File: config.mk
export PLATFORM = sky130hd
export DESIGN_NAME = frt_timer_dev_flat
export DESIGN_NICKNAME = d
export VERILOG_FILES = /design/src/hdl/frt_pkg.sv /design/src/hdl/frt_bus_if.sv /design/src/hdl/frt_timer_dev.sv /design/src/flat_wrapper.sv
export SDC_FILE = /design/constraint.sdc
export NUM_CORES = 1
export LEC_CHECK = 0
export BUFFER_PORTS_ARGS = -buffer_cell sky130_fd_sc_hd__buf_4
export CAP_MARGIN = 20
export CORE_AREA = 2 2 103 85
export DETAILED_ROUTE_END_ITERATION = 10
export DIE_AREA = 0 0 105 87
export PLACE_DENSITY = 0.83
export SLEW_MARGIN = 20
export SYNTH_ARGS = -nofsm -noshare
export SYNTH_HDL_FRONTEND = slang
export SYNTH_SLANG_ARGS = --single-unit
export TNS_END_PERCENT = 10
File: constraint.sdc
create_clock -name i_clk_sys -period 6.59 [get_ports i_clk_sys]
set_input_delay 1.318 -clock i_clk_sys [delete_from_list [all_inputs] [get_ports i_clk_sys]]
set_output_delay 1.318 -clock i_clk_sys [all_outputs]
set_load 0.02 [all_outputs]
File: src/hdl/frt_pkg.sv
package frt_pkg;

   // ==========================================================================
   // register addresses (byte addresses on the cpu memory bus)
   // ==========================================================================
   localparam logic [15:0] ADDR_MODE    = 16'hFF48;
   localparam logic [15:0] ADDR_CNT_LO  = 16'hFF14;
   localparam logic [15:0] ADDR_CNT_HI  = 16'hFF15;
   localparam logic [15:0] ADDR_CMP_LO  = 16'hFF16;
   localparam logic [15:0] ADDR_CMP_HI  = 16'hFF17;
   localparam logic [15:0] ADDR_CAP_LO  = 16'hFF18;
   localparam logic [15:0] ADDR_CAP_HI  = 16'hFF19;
   localparam logic [15:0] ADDR_PM2     = 16'hFF22;

   // ==========================================================================
   // timer_mode_control fields, and the port 2 direction bit for pin 4
   // ==========================================================================
   localparam int BIT_OUT_EN    = 0;
   localparam int BIT_CLK_LO    = 1;
   localparam int BIT_CLK_HI    = 2;
   localparam int BIT_INV       = 3;
   localparam int BIT_EDGE_LO   = 4;
   localparam int BIT_EDGE_HI   = 5;
   localparam int BIT_OVF       = 6;
   localparam int BIT_OUT_LVL   = 7;
   localparam int BIT_PIN4      = 4;

   localparam logic [1:0] CLK_SEL_FAST = 2'h0;
   localparam logic [1:0] CLK_SEL_SLOW = 2'h1;
   localparam logic [1:0] EDGE_OFF     = 2'h0;
   localparam logic [1:0] EDGE_RISE    = 2'h1;
   localparam logic [1:0] EDGE_FALL    = 2'h2;
   localparam logic [1:0] EDGE_BOTH    = 2'h3;

   // ==========================================================================
   // reset values and timing
   // ==========================================================================
   localparam logic [7:0]  MODE_RST     = 8'h00;
   localparam logic [7:0]  PM2_RST      = 8'hFF;
   localparam logic [15:0] CNT_RST      = 16'h0000;
   localparam logic [15:0] CMP_RST      = 16'hFFFF;
   localparam logic [15:0] CAP_RST      = 16'h0000;
   localparam int          DIV_FAST_W   = 2;
   localparam int          DIV_SLOW_W   = 6;
   localparam int          CAP_LOAD_CLK = 2;

   // ==========================================================================
   // host command set
   // ==========================================================================
   typedef enum logic [2:0] {
      CMD_READ,
      CMD_WRITE,
      CMD_CNT_RD,
      CMD_CAP_RD,
      CMD_CMP_WR
   } frt_cmd_e;

endpackage : frt_pkg

File: src/hdl/frt_bus_if.sv
`timescale 1ns/1ps
interface frt_bus_if (
   input wire logic i_clk_sys,
   input wire logic i_resetn
);
   logic [15:0] addr;
   logic        rd;
   logic        wr;
   logic [7:0]  wdata;
   logic [7:0]  rdata;
   logic        match_irq;

   modport dev (
      input  i_clk_sys, i_resetn, addr, rd, wr, wdata,
      output rdata, match_irq
   );
   modport cpu (
      input  i_clk_sys, i_resetn, rdata, match_irq,
      output addr, rd, wr, wdata
   );
endinterface : frt_bus_if

File: src/hdl/frt_timer_dev.sv
`timescale 1ns/1ps
module frt_timer_dev (
   // cpu side
   frt_bus_if.dev          bus,
   // pins
   input  wire logic       i_capture_trigger_pin,
   input  wire logic       i_port2_pin4_latch,
   output logic            o_timer_output_pin,
   output logic            o_timer_output_pin_oe
);

   // ==========================================================================
   // state
   // ==========================================================================
   logic [frt_pkg::DIV_SLOW_W-1:0] presc_ff;
   logic [15:0]                    free_counter_ff;
   logic [15:0]                    compare_value_ff;
   logic [15:0]                    captured_value_ff;
   logic [15:0]                    rbuf_ff;
   logic                           rbuf_frozen_ff;
   logic [5:0]                     mode_ff;
   logic                           overflow_flag_ff;
   logic                           tout_ff;
   logic [7:0]                     port2_direction_ff;
   logic [2:0]                     cap_sync_ff;
   logic [7:0]                     rdata_ff;
   logic                           match_ff;

   // ==========================================================================
   // decode
   // ==========================================================================
   wire        sel_mode   = (bus.addr == frt_pkg::ADDR_MODE);
   wire        sel_cnt_lo = (bus.addr == frt_pkg::ADDR_CNT_LO);
   wire        sel_cnt_hi = (bus.addr == frt_pkg::ADDR_CNT_HI);
   wire        sel_cmp_lo = (bus.addr == frt_pkg::ADDR_CMP_LO);
   wire        sel_cmp_hi = (bus.addr == frt_pkg::ADDR_CMP_HI);
   wire        sel_cap_lo = (bus.addr == frt_pkg::ADDR_CAP_LO);
   wire        sel_cap_hi = (bus.addr == frt_pkg::ADDR_CAP_HI);
   wire        sel_pm2    = (bus.addr == frt_pkg::ADDR_PM2);
   wire        wr_mode    = bus.wr & sel_mode;
   wire        rd_cnt_lo  = bus.rd & sel_cnt_lo;
   wire        rd_cnt_hi  = bus.rd & sel_cnt_hi;

   wire        out_en     = mode_ff[frt_pkg::BIT_OUT_EN];
   wire        inv_en     = mode_ff[frt_pkg::BIT_INV];
   wire [1:0]  clk_sel    = mode_ff[frt_pkg::BIT_CLK_HI:frt_pkg::BIT_CLK_LO];
   wire [1:0]  edge_sel   = mode_ff[frt_pkg::BIT_EDGE_HI:frt_pkg::BIT_EDGE_LO];

   // ==========================================================================
   // count clock
   // ==========================================================================
   // prescaled count clock
   wire        tick_fast  = &presc_ff[frt_pkg::DIV_FAST_W-1:0];
   wire        tick_slow  = &presc_ff;
   // prohibited select codes simply stop the counter
   wire        tick       = (clk_sel == frt_pkg::CLK_SEL_FAST) ? tick_fast :
                            (clk_sel == frt_pkg::CLK_SEL_SLOW) ? tick_slow : 1'b0;
   wire [15:0] cnt_inc    = free_counter_ff + 16'h0001;
   // match on the value just reached
   wire        nxt_match  = tick & (cnt_inc == compare_value_ff);
   wire        ovf_set    = tick & (&free_counter_ff);
   wire        ovf_sw_clr = wr_mode & ~bus.wdata[frt_pkg::BIT_OVF];

   // ==========================================================================
   // capture edge
   // ==========================================================================
   // compare second and third samples only
   wire        cap_rise   = cap_sync_ff[1] & ~cap_sync_ff[2];
   wire        cap_fall   = ~cap_sync_ff[1] & cap_sync_ff[2];
   wire        cap_hit    = ((edge_sel == frt_pkg::EDGE_RISE) & cap_rise) |
                            ((edge_sel == frt_pkg::EDGE_FALL) & cap_fall) |
                            ((edge_sel == frt_pkg::EDGE_BOTH) & (cap_rise | cap_fall));

   // ==========================================================================
   // read data
   // ==========================================================================
   // level bit shows timer output
   wire [7:0]  mode_rd    = {tout_ff, overflow_flag_ff, mode_ff};
   wire [7:0]  nxt_rdata  = sel_mode   ? mode_rd :
                            sel_cnt_lo ? rbuf_ff[7:0] :
                            sel_cnt_hi ? rbuf_ff[15:8] :
                            sel_cmp_lo ? compare_value_ff[7:0] :
                            sel_cmp_hi ? compare_value_ff[15:8] :
                            sel_cap_lo ? captured_value_ff[7:0] :
                            sel_cap_hi ? captured_value_ff[15:8] :
                            sel_pm2    ? port2_direction_ff : 8'h00;

   // ==========================================================================
   // counter, compare, output
   // ==========================================================================
   always_ff @(posedge bus.i_clk_sys) begin
      if (!bus.i_resetn) begin
         presc_ff         <= '0;
         free_counter_ff  <= frt_pkg::CNT_RST;
         compare_value_ff <= frt_pkg::CMP_RST;
         match_ff         <= 1'b0;
         tout_ff          <= 1'b0;
      end else begin
         presc_ff <= presc_ff + {{(frt_pkg::DIV_SLOW_W-1){1'b0}}, 1'b1};
         // counts on with no stop hold
         if (tick) begin
            free_counter_ff <= cnt_inc;
         end
         if (bus.wr & sel_cmp_lo) begin
            compare_value_ff[7:0] <= bus.wdata;
         end
         if (bus.wr & sel_cmp_hi) begin
            compare_value_ff[15:8] <= bus.wdata;
         end
         match_ff <= nxt_match;
         if (!out_en) begin
            tout_ff <= 1'b0;
         end else if (nxt_match & inv_en) begin
            tout_ff <= ~tout_ff;
         end
      end
   end

   // ==========================================================================
   // control registers
   // ==========================================================================
   always_ff @(posedge bus.i_clk_sys) begin
      if (!bus.i_resetn) begin
         mode_ff            <= frt_pkg::MODE_RST[5:0];
         overflow_flag_ff   <= frt_pkg::MODE_RST[frt_pkg::BIT_OVF];
         port2_direction_ff <= frt_pkg::PM2_RST;
      end else begin
         if (wr_mode) begin
            mode_ff <= bus.wdata[5:0];
         end
         overflow_flag_ff <= ovf_set | (overflow_flag_ff & ~ovf_sw_clr);
         if (bus.wr & sel_pm2) begin
            port2_direction_ff <= bus.wdata;
         end
      end
   end

   // ==========================================================================
   // capture and read buffer
   // ==========================================================================
   always_ff @(posedge bus.i_clk_sys) begin
      if (!bus.i_resetn) begin
         cap_sync_ff       <= 3'h0;
         captured_value_ff <= frt_pkg::CAP_RST;
         rbuf_ff           <= frt_pkg::CNT_RST;
         rbuf_frozen_ff    <= 1'b0;
         rdata_ff          <= 8'h00;
      end else begin
         cap_sync_ff <= {cap_sync_ff[1:0], i_capture_trigger_pin};
         if (cap_hit) begin
            captured_value_ff <= free_counter_ff;
         end
         // track until frozen by low read
         if (!rbuf_frozen_ff && !rd_cnt_lo) begin
            rbuf_ff <= free_counter_ff;
         end
         if (rd_cnt_hi) begin
            rbuf_frozen_ff <= 1'b0;
         end else if (rd_cnt_lo) begin
            rbuf_frozen_ff <= 1'b1;
         end
         if (bus.rd) begin
            rdata_ff <= nxt_rdata;
         end
      end
   end

   // ==========================================================================
   // pin
   // ==========================================================================
   always_ff @(posedge bus.i_clk_sys) begin
      if (!bus.i_resetn) begin
         o_timer_output_pin    <= 1'b0;
         o_timer_output_pin_oe <= 1'b0;
      end else begin
         o_timer_output_pin    <= out_en ? tout_ff : i_port2_pin4_latch;
         o_timer_output_pin_oe <= ~port2_direction_ff[frt_pkg::BIT_PIN4];
      end
   end

   assign bus.rdata     = rdata_ff;
   assign bus.match_irq = match_ff;

endmodule : frt_timer_dev

File: src/flat_wrapper.sv
// flat-port wrapper written by rule: the top's interface ports become plain ports
module frt_timer_dev_flat 
  (i_capture_trigger_pin, i_port2_pin4_latch, o_timer_output_pin, o_timer_output_pin_oe, i_clk_sys, i_resetn, bus_addr, bus_rd, bus_wr, bus_wdata, bus_rdata, bus_match_irq);
  frt_bus_if bus_i (.i_clk_sys(i_clk_sys), .i_resetn(i_resetn));
  input  wire logic i_capture_trigger_pin;
  input  wire logic i_port2_pin4_latch;
  output logic o_timer_output_pin;
  output logic o_timer_output_pin_oe;
  input wire logic i_clk_sys;
  input wire logic i_resetn;
  input wire logic [$bits(bus_i.addr)-1:0] bus_addr;
  input wire logic [$bits(bus_i.rd)-1:0] bus_rd;
  input wire logic [$bits(bus_i.wr)-1:0] bus_wr;
  input wire logic [$bits(bus_i.wdata)-1:0] bus_wdata;
  output wire logic [$bits(bus_i.rdata)-1:0] bus_rdata;
  output wire logic [$bits(bus_i.match_irq)-1:0] bus_match_irq;
  assign bus_i.addr = bus_addr;
  assign bus_i.rd = bus_rd;
  assign bus_i.wr = bus_wr;
  assign bus_i.wdata = bus_wdata;
  assign bus_rdata = bus_i.rdata;
  assign bus_match_irq = bus_i.match_irq;
  frt_timer_dev u_core (.bus(bus_i), .i_capture_trigger_pin(i_capture_trigger_pin), .i_port2_pin4_latch(i_port2_pin4_latch), .o_timer_output_pin(o_timer_output_pin), .o_timer_output_pin_oe(o_timer_output_pin_oe));
endmodule
==> flow_metrics.py <==
metrics = {
    "status": {
        "status": "completed",
    },
    "sta": {
        "finClkSkew_ns": 0.00780,
        "period_needed_ns": 3.36,
        "tightest_slew_ns": 1.07,
        "slew_headroom_pct": 28.0,
        "fin_setup_tns_ns": 0,
        "final-max-slew-violation-count": 0,
        "finalSetupViolCount": 0,
        "whs_ns": 0.445,
        "finalHoldViolCount": 0,
        "fin_crit_sh_pct": 51.0,
        "fmax_ghz": 0.297,
        "rsz0062_at_grt": "false",
    },
    "min_path": {
        "hold_class": "register to register",
    },
    "critical_path": {
        "crit_path_start_kind": "input pin",
        "cp_max_fo": 8,
        "worstSetupEndpointType": "register",
        "critPathArrivalTime_ns": 3.67,
        "path_class": "input pin to register",
        "required_ns": 6.90,
    },
    "synthesis": {
        "synth-seq-cells": 101,
        "synth.area.mux_share_pct": 10.1,
        "synth_edf_count": 0,
        "yosys.area.top_type": "dfxtp_1",
        "yosysUniqueCellTypes": 55,
        "synth_fa_ha_area_share_pct": 0.990,
        "yosysSeqAreaShare_pct": 40.0,
        "netlist_top_cells_count": "dfxtp_1, nand2_1, mux2i_1",
        "synthXorXnorAreaFrac_pct": 5.89,
        "async_flop_share_pct": 0,
        "synth_most_common_cell": "dfxtp_1",
        "synthTopCellsByArea": "dfxtp_1, mux2i_1, nand2_1, nor2b_1, nand3_1",
        "synthSimpleGateAreaFrac_pct": 26.4,
        "synth_top_family_by_area": "simple AND/OR/NAND/NOR gates",
        "synth_top_area_share_pct": 40.0,
        "syn-num-nets": 611,
        "syn-mean-instance-area_um2": 8.76,
        "syn_inst": 577,
        "synth_flop_cell": "dfxtp_1",
        "yosysWarningCount": 0,
        "netlist_area_um2": 5060,
        "synth_compound_area_share_pct": 12.0,
    },
    "job": {
        "cap_violations": 0,
    },
    "floorplanning": {
        "die_y_um": 87,
        "fp.dieW_um": 105,
        "fp-row-count": 30,
        "die_area_um2": 9140,
        "fp.coreArea_um2": 8180,
        "io_pins": 41,
        "initial_core_util_pct": 61.8,
    },
    "clock_network": {
        "clock-sinks": 101,
        "cts_resized": 0,
        "clock-root-buffer": "clkbuf_8",
        "clockBufferDepth": 2,
        "cts_tree": "built",
        "cts_buffers": 9,
        "htree_levels": 3,
        "clk_pin_slew_ns": 0.09,
        "cts_setup_buffers": 0,
        "postCtsHoldBufs": 0,
        "clk_latency_ns": 0.38,
    },
    "pwr": {
        "p_total_uw": 1120,
        "p_leak_uw": 0.00230,
        "p_per_area_nw_per_um2": 202,
        "vdd_drop_max_mv": 0.154,
    },
    "final_layout": {
        "nets": 626,
        "final_layout_size_suffix_gt1_share_pct": 11.6,
        "area_delta_synth_final_pct": 9.55,
        "final_cell_area_um2": 5540,
        "n_antenna_cell": 0,
    },
    "place": {
        "portBuffers": 40,
        "routabilityCongestion": 0.890,
        "dp_hpwl_um": 9200,
        "place_area_um2": 5320,
    },
    "drt": {
        "first_pass_iters": 5,
        "drt_iter0_markers": 532,
        "vias_per_cell": 6.15,
        "vias": 4357,
        "drc_errors": 0,
        "ant_nets": 0,
        "wire_per_inst_um": 18.4,
        "drt_wl_total_um": 13100,
    },
    "grt": {
        "grt_pass1_vias": 3878,
        "overflow": 0,
        "grt_usage_pct": 29.2,
        "antenna_found_initial": 0,
        "grt_pass1_wl_um": 20500,
        "grt_max_degree": 102,
    },
}
## registers in the layout, indices dropped and copies added, names as in the netlist
name,count
u_core.rbuf_frozen_ff,1
u_core.overflow_flag_ff,1
u_core.free_counter_ff,16
u_core.o_timer_output_pin,1
u_core.o_timer_output_pin_oe,1
u_core.bus.rdata,8
u_core.compare_value_ff,16
u_core.cap_sync_ff,3
u_core.presc_ff,6
u_core.port2_direction_ff,8
u_core.bus.match_irq,1
u_core.tout_ff,1
u_core.rbuf_ff,16
u_core.captured_value_ff,16
u_core.mode_ff,6
## cell families (layout without fill, tap and decap cells)
kind of cell,count (synthesis),after routing
buffers and inverters,47,67
AOI/OAI and AO/OA,89,89
and+or+nand+nor,251,251
adders and majority gates,4,4
muxes,51,51
DFF,101,101
xor gates and xnor gates,34,34
## metal layers
| metal | global-route usage [%] | up-vias | part of all wire, % |
|---|---|---|---|
| met1 | 40.5 | 2063 | 44 |
| met4 | 8.00 | 0 | 2.4 |
| met2 | 45.0 | 213 | 44 |
| li1 | - | 2046 | - |
| met5 | 0 | - | 0 |
| met3 | 8.15 | 35 | 9.7 |
## where the power goes
| group | internal (uW) | switching, uW |
|---|---|---|
| sequential | 615 | 4.49 |
| combinational | 27.8 | 35.6 |
| clock | 223 | 213 |
## critical path, stage by stage
cell     delay (ns)
buf_4          0.08
nand4_1        0.27
or3_1          0.48
nor4_2         0.77
a22oi_1        0.32
nand3_1        0.17
nand2_1        0.08
a31oi_1        0.17
## stage by stage
stage / std cells / utilization, % / worst slack, ns
after global placement: 693 / 65.0 / 2.98
after CTS: 709 / 67.7 / 3.31
final: 709 / 67.7 / 3.23
after detailed placement: 693 / 65.0 / 2.91
after global routing: 709 / 67.7 / 3.13
after floorplan: 577 / - / 3.44
## layout make-up
type	count	area, um^2
clock inverter	6	86.3
fill	676	2640
inverter	9	33.8
clock buffer	10	138
multi-input combinational	429	2800
sequential	101	2020
tap	112	140
timing repair buffer	42	315
## cells in the final DEF (no fill, tap or decap), types with 3 or more instances in the layout
cell type,n
and3_1,7
a31oi_1,11
nand2b_1,3
a21oi_1,7
mux2i_1,51
ha_1,4
nand4_1,8
o21ai_0,20
buf_4,42
clkbuf_8,10
o41ai_1,3
nand3_1,47
a22oi_1,25
nor2_1,19
nor2b_1,38
xnor2_1,21
xor2_1,13
nor3_1,4
nand2_1,79
a211oi_1,3
inv_1,9
and2_1,26
a21boi_0,7
dfxtp_1,101
## worst paths after layout
path | cells past startpoint | end | from | slack, ns
worst max-delay path | 8 | u_core.bus.rdata[4]$_SDFFE_PN0P_ | bus_addr[11] | 3.23
worst min-delay path | 1 | u_core.cap_sync_ff[1]$_SDFF_PN0_ | u_core.cap_sync_ff[0]$_SDFF_PN0_ | 0.45
worst max register to register | 8 | u_core.tout_ff$_SDFFE_PN0P_ | u_core.free_counter_ff[0]$_SDFFE_PN0P_ | 3.66
worst min register to register | 1 | u_core.cap_sync_ff[1]$_SDFF_PN0_ | u_core.cap_sync_ff[0]$_SDFF_PN0_ | 0.45
(Power assumes the default switching activity.)
